<file path="config.mk">
export PLATFORM = sky130hd
export DESIGN_NAME = two_wire_slave_receiver
export DESIGN_NICKNAME = d
export VERILOG_FILES = /design/src/pkg/two_wire_pkg.sv /design/src/verilog/two_wire_slave_receiver.sv
export SDC_FILE = /design/constraint.sdc
export NUM_CORES = 1
export LEC_CHECK = 0
export BUFFER_PORTS_ARGS = -buffer_cell sky130_fd_sc_hd__buf_2
export CELL_PAD_IN_SITES_DETAIL_PLACEMENT = 0
export CELL_PAD_IN_SITES_GLOBAL_PLACEMENT = 2
export CORE_MARGIN = 4
export CORE_UTILIZATION = 40
export DETAILED_ROUTE_END_ITERATION = 10
export GPL_TIMING_DRIVEN = 0
export HOLD_SLACK_MARGIN = 0.1
export PLACE_DENSITY_LB_ADDON = 0.05
export SYNTH_ARGS = -nofsm -noshare
export SYNTH_HDL_FRONTEND = slang
export SYNTH_SLANG_ARGS = --single-unit
</file>
<file path="constraint.sdc">
create_clock -name ref_clk_in -period 2.95 [get_ports ref_clk_in]
set_input_delay 0.59 -clock ref_clk_in [delete_from_list [all_inputs] [get_ports ref_clk_in]]
set_output_delay 0.59 -clock ref_clk_in [all_outputs]
set_load 0.1 [all_outputs]
</file>
<file path="src/pkg/two_wire_pkg.sv">
`default_nettype none
package two_wire_pkg;

  // ----------------------------------------------------------------------
  // Register offsets and control field positions
  // ----------------------------------------------------------------------
  localparam logic [1:0] OFS_CONTROL  = 2'h0;
  localparam logic [1:0] OFS_STATUS   = 2'h1;
  localparam logic [1:0] OFS_DATA     = 2'h2;
  localparam logic [1:0] OFS_OWN_ADDR = 2'h3;

  localparam int CTL_FLAG  = 7;
  localparam int CTL_ACK   = 6;
  localparam int CTL_BEGIN = 5;
  localparam int CTL_END   = 4;
  localparam int CTL_WCOL  = 3;
  localparam int CTL_EN    = 2;
  localparam int CTL_IE    = 0;

  // ----------------------------------------------------------------------
  // Reset values
  // ----------------------------------------------------------------------
  localparam logic [7:0] RST_OWN_ADDR = 8'h00;
  localparam logic [7:0] RST_DATA     = 8'hFF;
  localparam logic [1:0] RST_PRESC    = 2'h0;

  // ----------------------------------------------------------------------
  // Condition codes, prescaler bits at zero
  // ----------------------------------------------------------------------
  localparam logic [7:0] CODE_OWN_W     = 8'h60;
  localparam logic [7:0] CODE_ARB_OWN_W = 8'h68;
  localparam logic [7:0] CODE_GC        = 8'h70;
  localparam logic [7:0] CODE_ARB_GC    = 8'h78;
  localparam logic [7:0] CODE_OWN_ACK   = 8'h80;
  localparam logic [7:0] CODE_OWN_NACK  = 8'h88;
  localparam logic [7:0] CODE_GC_ACK    = 8'h90;
  localparam logic [7:0] CODE_GC_NACK   = 8'h98;
  localparam logic [7:0] CODE_STOP      = 8'hA0;
  localparam logic [7:0] CODE_NONE      = 8'hF8;

  localparam logic [6:0] GEN_CALL_ADDR = 7'h00;
  localparam logic [3:0] BITS_PER_BYTE = 4'h8;

  // ----------------------------------------------------------------------
  // Types
  // ----------------------------------------------------------------------
  typedef struct packed {
    logic [1:0] addr;
    logic [7:0] wdata;
    logic       wr;
    logic       rd;
  } reg_req_t;

  typedef enum {S_IDLE, S_ADDR, S_DATA, S_ACK, S_HOLD, S_SKIP} state_t;

endpackage : two_wire_pkg
`default_nettype wire

</file>
<file path="src/verilog/two_wire_slave_receiver.sv">
`default_nettype none
module two_wire_slave_receiver
  import two_wire_pkg::*;
(
  // Clock and reset
  input  wire logic     ref_clk_in,
  input  wire logic     sys_rst_in,
  // Register port
  input  wire reg_req_t reg_req_in,
  output logic [7:0]    reg_rdata_out,
  // Bus pins, open drain
  input  wire logic     scl_in,
  output logic          scl_out,
  output logic          scl_oe_out,
  input  wire logic     sda_in,
  output logic          sda_out,
  output logic          sda_oe_out,
  // System side
  input  wire logic     sleep_in,
  input  wire logic     master_arb_lost_in,
  output logic          wake_out,
  output logic          start_req_out
);

  // ----------------------------------------------------------------------
  // Pin synchronisers and bus conditions
  // ----------------------------------------------------------------------
  logic scl_meta, scl_s, scl_d, sda_meta, sda_s, sda_d;
  always_ff @(posedge ref_clk_in) begin
    if (sys_rst_in) begin
      {scl_meta, scl_s, scl_d} <= 3'h7;
      {sda_meta, sda_s, sda_d} <= 3'h7;
    end else begin
      {scl_meta, scl_s, scl_d} <= {scl_in, scl_meta, scl_s};
      {sda_meta, sda_s, sda_d} <= {sda_in, sda_meta, sda_s};
    end
  end
  logic scl_rise, scl_fall, start_c, stop_c;
  assign scl_rise = scl_s & ~scl_d;
  assign scl_fall = ~scl_s & scl_d;
  assign start_c  = scl_s & scl_d & sda_d & ~sda_s;
  assign stop_c   = scl_s & scl_d & ~sda_d & sda_s;

  // ----------------------------------------------------------------------
  // Software visible state
  // ----------------------------------------------------------------------
  logic       int_flag, ack_en, begin_req, end_req, wcol, en, ie;
  logic [7:0] own_addr, data_reg, code;
  logic [1:0] presc;
  logic       ctl_wr, data_wr, clr_flag;
  assign ctl_wr   = reg_req_in.wr && reg_req_in.addr == OFS_CONTROL;
  assign data_wr  = reg_req_in.wr && reg_req_in.addr == OFS_DATA;
  assign clr_flag = ctl_wr && reg_req_in.wdata[CTL_FLAG];
  always_ff @(posedge ref_clk_in) begin
    if (sys_rst_in) begin
      ack_en    <= 1'b0;
      begin_req <= 1'b0;
      end_req   <= 1'b0;
      en        <= 1'b0;
      ie        <= 1'b0;
    end else if (ctl_wr) begin
      ack_en    <= reg_req_in.wdata[CTL_ACK];
      begin_req <= reg_req_in.wdata[CTL_BEGIN];
      end_req   <= reg_req_in.wdata[CTL_END];
      en        <= reg_req_in.wdata[CTL_EN];
      ie        <= reg_req_in.wdata[CTL_IE];
    end
  end
  always_ff @(posedge ref_clk_in) begin
    if (sys_rst_in) begin
      own_addr <= RST_OWN_ADDR;
      presc    <= RST_PRESC;
    end else if (reg_req_in.wr) begin
      if (reg_req_in.addr == OFS_OWN_ADDR)
        own_addr <= reg_req_in.wdata;
      if (reg_req_in.addr == OFS_STATUS)
        presc <= reg_req_in.wdata[1:0];
    end
  end

  // ----------------------------------------------------------------------
  // Byte engine
  // ----------------------------------------------------------------------
  state_t     state;
  logic [7:0] shreg;
  logic [3:0] bitcnt;
  logic       selected, is_gc, ack_drive, nack_end, addr_phase, busy;
  logic       addr_hit, gc_hit, byte_end, addr_take;
  assign gc_hit   = shreg[7:1] == GEN_CALL_ADDR && own_addr[0];
  assign addr_hit = shreg[7:1] == own_addr[7:1] || gc_hit;
  assign byte_end = scl_fall && bitcnt == BITS_PER_BYTE;
  // Recognition works in sleep too, but only with acknowledge enabled.
  assign addr_take = state == S_ADDR && byte_end && en && ack_en
                     && !int_flag && addr_hit && !shreg[0];
  always_ff @(posedge ref_clk_in) begin
    if (sys_rst_in) begin
      state      <= S_IDLE;
      shreg      <= 8'h00;
      bitcnt     <= 4'h0;
      selected   <= 1'b0;
      is_gc      <= 1'b0;
      ack_drive  <= 1'b0;
      nack_end   <= 1'b0;
      addr_phase <= 1'b0;
    end else if (!en || stop_c) begin
      state     <= S_IDLE;
      selected  <= 1'b0;
      ack_drive <= 1'b0;
    end else if (start_c) begin
      state     <= S_ADDR;
      bitcnt    <= 4'h0;
      selected  <= 1'b0;
      ack_drive <= 1'b0;
    end else begin
      if (scl_rise && (state == S_ADDR || state == S_DATA)
          && bitcnt != BITS_PER_BYTE) begin
        shreg  <= {shreg[6:0], sda_s};
        bitcnt <= bitcnt + 4'h1;
      end
      unique case (state)
        S_IDLE, S_SKIP: begin
        end
        S_ADDR: begin
          if (addr_take) begin
            state      <= S_ACK;
            ack_drive  <= 1'b1;
            selected   <= 1'b1;
            is_gc      <= gc_hit && shreg[7:1] != own_addr[7:1];
            nack_end   <= 1'b0;
            addr_phase <= 1'b1;
          end else if (byte_end) begin
            state <= S_SKIP;
          end
        end
        S_DATA: begin
          if (byte_end) begin
            state      <= S_ACK;
            ack_drive  <= ack_en;
            nack_end   <= !ack_en;
            addr_phase <= 1'b0;
          end
        end
        S_ACK: begin
          if (scl_fall) begin
            ack_drive <= 1'b0;
            state     <= S_HOLD;
          end
        end
        S_HOLD: begin
          // The line stays low here until software releases the flag.
          if (!int_flag) begin
            bitcnt <= 4'h0;
            if (nack_end) begin
              state    <= S_IDLE;
              selected <= 1'b0;
            end else begin
              state <= S_DATA;
            end
          end
        end
      endcase
    end
  end
  always_ff @(posedge ref_clk_in) begin
    if (sys_rst_in)
      busy <= 1'b0;
    else if (start_c)
      busy <= 1'b1;
    else if (stop_c)
      busy <= 1'b0;
  end

  // ----------------------------------------------------------------------
  // Flag, condition code and wake-up
  // ----------------------------------------------------------------------
  logic       ack_done, stop_evt, set_evt, arb_pend, arb_hit;
  logic [7:0] next_code;
  assign ack_done = state == S_ACK && scl_fall && en && !start_c && !stop_c;
  assign stop_evt = en && selected && (start_c || stop_c);
  assign set_evt  = ack_done || stop_evt;
  always_comb begin
    if (stop_evt)
      next_code = CODE_STOP;
    else if (addr_phase && is_gc)
      next_code = arb_hit ? CODE_ARB_GC : CODE_GC;
    else if (addr_phase)
      next_code = arb_hit ? CODE_ARB_OWN_W : CODE_OWN_W;
    else if (is_gc)
      next_code = nack_end ? CODE_GC_NACK : CODE_GC_ACK;
    else
      next_code = nack_end ? CODE_OWN_NACK : CODE_OWN_ACK;
  end
  always_ff @(posedge ref_clk_in) begin
    if (sys_rst_in) begin
      arb_pend <= 1'b0;
      arb_hit  <= 1'b0;
    end else if (master_arb_lost_in) begin
      arb_pend <= 1'b1;
    end else if (addr_take) begin
      arb_hit  <= arb_pend;
      arb_pend <= 1'b0;
    end
  end
  // A new event wins over a software clear in the same cycle.
  always_ff @(posedge ref_clk_in) begin
    if (sys_rst_in) begin
      int_flag <= 1'b0;
      code     <= CODE_NONE;
      wake_out <= 1'b0;
    end else if (set_evt) begin
      int_flag <= 1'b1;
      code     <= next_code;
      wake_out <= wake_out || (ack_done && addr_phase && sleep_in);
    end else if (clr_flag) begin
      int_flag <= 1'b0;
      code     <= CODE_NONE;
      wake_out <= 1'b0;
    end
  end

  // ----------------------------------------------------------------------
  // Data register and write collision
  // ----------------------------------------------------------------------
  // Bus bytes are not captured while asleep, so after wake-up the data
  // register does not hold the address that woke the part.
  always_ff @(posedge ref_clk_in) begin
    if (sys_rst_in)
      data_reg <= RST_DATA;
    else if (data_wr && int_flag)
      data_reg <= reg_req_in.wdata;
    else if (!sleep_in && (addr_take || (state == S_DATA && byte_end)))
      data_reg <= shreg;
  end

  always_ff @(posedge ref_clk_in) begin
    if (sys_rst_in)
      wcol <= 1'b0;
    else if (data_wr)
      wcol <= !int_flag;
  end

  // ----------------------------------------------------------------------
  // Read port and pins
  // ----------------------------------------------------------------------
  always_ff @(posedge ref_clk_in) begin
    if (sys_rst_in) begin
      reg_rdata_out <= 8'h00;
    end else if (reg_req_in.rd) begin
      unique case (reg_req_in.addr)
        OFS_CONTROL:  reg_rdata_out <= {int_flag, ack_en, begin_req,
                                        end_req, wcol, en, 1'b0, ie};
        OFS_STATUS:   reg_rdata_out <= {code[7:3], 1'b0, presc};
        OFS_DATA:     reg_rdata_out <= data_reg;
        OFS_OWN_ADDR: reg_rdata_out <= own_addr;
      endcase
    end else begin
      reg_rdata_out <= 8'h00;
    end
  end

  assign scl_out       = 1'b0;
  assign sda_out       = 1'b0;
  assign sda_oe_out    = ack_drive;
  assign scl_oe_out    = state == S_HOLD && int_flag;
  assign start_req_out = begin_req && en && !busy && state == S_IDLE;
endmodule : two_wire_slave_receiver
`default_nettype wire

</file>
### Word-level counts from Yosys, hierarchy flattened

Index checks and enable logic that the tools add are counted.

* register bits after elaboration: 100
* output and inout bits: 14
* word-level logic and storage cells: 185
* input bits: 18

* equal/unequal tests: 25
* add/subtract/negate cells: 1
* muxes and demuxes: 43
* bitwise logic cells: 15
* reductions and logical operators: 70

Operators by type and width (number)
* $mux 32: 5
* $pmux 32 s4: 1
* $eq 32x2->1 const B: 3
* $eq 32x3->1 const B: 3
* $mux 8: 7
* $eq 32x1->1 const B: 1
* $eq 32x4->1 const B: 1
* $logic_not 32->1: 1
* $mux 4: 8
* $pmux 8 s4: 1
* $logic_and 1x1->1: 30
* $mux 1: 15
* $reduce_and 5->1: 3
* $ne 3x3->1 const B: 4
* $reduce_and 4->1: 3
* $reduce_bool 2->1: 6
* $ne 2x2->1 const B: 5
* $logic_not 1->1: 8
* $ne 4x4->1 const B: 2
* $not 1->1: 8
* $and 1x1->1: 7
* $eq 7x7->1: 1
* $logic_not 7->1: 1
* $logic_or 1x1->1: 7
* other kinds (17): 23

### Logic depth before layout (Yosys ltp)

* depth in word-level cells: 13
* depth in mapped cells: 9

### Least setup slack after synthesis

OpenSTA, ideal clock, no wires.

* path kind: reg2out
* from: register state[0]
* to: output start_req_out
* data arrival time: 3645 ps
* path slack: -1285 ps
* buffers on the path: 1
* stages on the path, launching flop included: 4
* data required time: 2360 ps
* cells stage by stage: dfxtp_1 > buf_4 > or2_2 > nor4_1

* word-level cells in the longest chain between the ends: 2

RTL lines
* start, declared: RTL line two_wire_slave_receiver.sv:84 `state_t state;`
* start signal, assigned: RTL line two_wire_slave_receiver.sv:97 `state <= S_IDLE;`
* start signal, assigned: RTL line two_wire_slave_receiver.sv:106 `state <= S_IDLE;`
* start signal, assigned: RTL line two_wire_slave_receiver.sv:110 `state <= S_ADDR;`
* $logic_not 32->1: RTL line two_wire_slave_receiver.sv:265 `assign start_req_out = begin_req && en && !busy && state == S_IDLE;`
* $logic_and 1x1->1: RTL line two_wire_slave_receiver.sv:265
* end, declared: RTL line two_wire_slave_receiver.sv:22 `output logic start_req_out`

No other way between the ends.

### Worst setup path after layout

Ends and elaborated chain as after synthesis.

==> metrics.md <==
| Metric | Value |
|---|---|
| Status | finished clean |
| Setup repair after global routing missed its margin | no |
| Library cell with the highest instance count after synthesis | sky130_fd_sc_hd__dfxtp_1 |
| Proportion of register bits with asynchronous set or reset after synthesis | 0% |
| Number of warning messages in the yosys log | 0 |
| DRT antenna net count | 0 |
| Total of cells resized after clock tree synthesis | 0 |
| Final net count | around 400 |
| Number of violations reported at the end of detailed-routing iteration 0 | about 120 |
| Transition time of the tightest slew-check pin | ~0.93 ns |
| Half-perimeter wire length after detailed placement | 6100 µm |
| Number of clock buffers inserted by TritonCTS | 9 |
| Clock buffer depth | 2 |
| Number of iterations in the first detailed-routing pass | 4 |
| Number of distinct library cells after synthesis | 52 |
| Initial core utilization | about two fifths |
| Number of rows created at floorplan | 32 |
| Last weighted congestion value of the routability-driven placer | 0.839 |
| Wire length after detailed routing | ~8400 µm |
| Core ar. | roughly 0.0078 mm² |
| Syn-to-layout area delta | 14.4% |
| Largest area contributor in the synthesized netlist | sky130_fd_sc_hd__dfxtp_1 |
| Leakage dissipation | about 0.0015 µW |
| Fin crit period | about 2.5 ns |
| Fraction of final layout cells sized beyond drive strength 1 | approximately a fifth |
| Top cells by count, synth | sky130_fd_sc_hd__dfxtp_1 (68), sky130_fd_sc_hd__nor2_1 (49), sky130_fd_sc_hd__mux2i_1 (34), sky130_fd_sc_hd__nand2_1 (20), sky130_fd_sc_hd__a211oi_1 (12) |
| Remaining global-route overflow | 0 |
| Number of buffers inserted for hold repair after clock tree synthesis | 0 |
| Final Skew | 0.00631 ns |
| Die area | between 0.009 and 0.01 mm² |
| Hold Crit Depth | 1 |
| Achievable clock frequency | about 410 MHz |
| Fin crit share | 83.6% |
| Count of unresolved DRC violations after routing | 0 |
| Top-area cell type share of the netlist area | around 42% |
| Via count of the first global-routing pass | approximately 2400 |
| Overall global routing resource usage | 18.2% |
| Power density over cell area | approximately 500 mW/mm² |
| Register-to-Register Path Depth | 9 |
| Clock net sink count | 68 |
| Clock tree from TritonCTS | done |
| Hold violation count in the final report | 0 |
| Via-to-Cell Ratio | roughly 5.3 |
| Total number of H-tree levels | 3 |
| Total power after layout | ~1800 µW |
| Initial antenna violation count | 0 |
| Final Max Slew Viols | 0 |
| Post-synthesis instance total | 334 |
| Maximum number of pins on one net before global-route repair | 11 |
| CTS Root Cell | sky130_fd_sc_hd__clkbuf_8 |
| CP Capture Type | output port |
| Horizontal die dimension | around 98 µm |
| HP Class | reg2reg |
| Setup Fix Bufs, Post-CTS | 0 |
| Routed wire length per instance | 17.5 µm |
| Startpoint kind of the worst setup timing path | flop |
| Largest fanout on the critical path | 9 |
| Proportion of synthesized chip area in sequential cells | 42.4% |
| I/O pin total | 32 |
| Diode count | 0 |
| Clock latency on the worst-skew pair | ~0.33 ns |
| Synth Flop Type | sky130_fd_sc_hd__dfxtp_1 |
| Relative slew margins | between 30 and 40% |
| Worst Path Required | approximately 2.4 ns |
| Worst hold slack | approximately 0.41 ns |
| Register clock-pin slew on the reported worst setup and hold paths | 0.07 ns |
| Max-cap check violation count | 0 |
| Worst EP arrival | around 1.9 ns |
| Post-synthesis register bit count | a little under 70 |
| Buffers on Ports | 29 |
| Synth area leaders | sky130_fd_sc_hd__dfxtp_1 (42%), sky130_fd_sc_hd__mux2i_1 (11%), sky130_fd_sc_hd__nor2_1 (5.7%) |
| Layout fillers | just under 800 |
| Die height | 97.6 µm |
| Syn Std Cell Area | between 0.003 and 0.004 mm² |
| Total number of vias | 2545 |
| Crit Path Category | reg2out |
| First-pass GRT wire length | approximately 14000 µm |
| Number of setup violations in the final report | 0 |
| Mean cell area of the mapped netlist | just under 10 µm² |
| Maximum ir drop on the vdd rail | 0.000201 V |
| Post-synth EDFFs | 0 |
layer usage:
metal,GRT usage [%],part of all wire [%],up-vias
met2,27.7,45,45
met5,0,0,-
li1,-,-,1266
met4,6.07,0.86,0
met3,3.23,3.4,6
met1,26.1,50,1228
report_power, final:
group / switching (µW) / internal (µW)
clock: 332 / 362
combinational: 130 / 63.7
sequential: 15.5 / 938
critical path, cell delays in order (launching register included):
cell and delay (ns):
sky130_fd_sc_hd__dfxtp_1 0.30, sky130_fd_sc_hd__buf_4 0.16, sky130_fd_sc_hd__or2_2 0.35, sky130_fd_sc_hd__nor4_2 0.25, sky130_fd_sc_hd__buf_2 0.47
cell type report:
class                      instances  area, µm²  share of cell area, %
multi-input combinational        242       1720                   46.7
sequential                        68       1360                   37.0
clock buffer                      12        165                   4.49
timing repair buffer              29        145                   3.95
tap                              102        128                   3.47
buffer                            17        120                   3.27
inverter                           8       30.0                  0.817
clock inverter                     2       10.0                  0.272
metrics by stage:
stage / util, % / setup WS (ns) / instance area [µm²] / std cells / TNS [ns]
after detailed placement: 45.1 / 0.555 / 3500 / 466 / 0
after global routing: 47.3 / 0.402 / 3680 / 480 / 0
after CTS: 47.3 / 0.455 / 3680 / 480 / 0
final: 47.3 / 0.485 / 3680 / 480 / 0
after global placement: 45.1 / 0.581 / 3500 / 466 / 0
after floorplan: - / -0.127 / 3230 / 335 / -0.127
cell usage in the layout (no fill, tap or decap), drive strengths merged, types with 3 or more instances in the layout:
master,netlist,final
o31ai,3,3
nor4,4,4
inv,7,7
a211oi,12,12
a21oi,10,10
nand3,7,7
mux2,4,4
buf,10,39
a311oi,3,3
o21ai,11,11
clkbuf,7,19
nand3b,4,4
a31oi,4,4
xnor2,9,9
nand2,20,20
clkinv,1,3
and2,10,10
mux4,6,6
nor3,6,6
nor2,49,49
or2,5,5
nor2b,4,4
mux2i,34,34
and3,10,10
nor3b,4,4
dfxtp,68,68
path summary, 6_finish.rpt:
check                              start                     to  slack [ns]
setup / recovery   state[0]$_SDFFE_PP0P_          start_req_out        0.49
hold / removal       scl_meta$_SDFF_PP1_       scl_s$_SDFF_PP1_        0.41
setup reg to reg  bitcnt[0]$_SDFFE_PP0N_  shreg[5]$_SDFFE_PP0P_        0.84
hold reg to reg      scl_meta$_SDFF_PP1_       scl_s$_SDFF_PP1_        0.41
cells by family after synthesis:
group           Yosys count  share of synthesized area, %
mux                      44                          16.2
buf+inv                  25                          4.67
flops                    68                          42.4
simple gates            132                          22.1
xor+xnor                  9                          2.69
other cells               1                         0.117
fa+ha+maj                 3                          1.09
compound gates           52                          10.7
(Power assumes the default switching activity.)
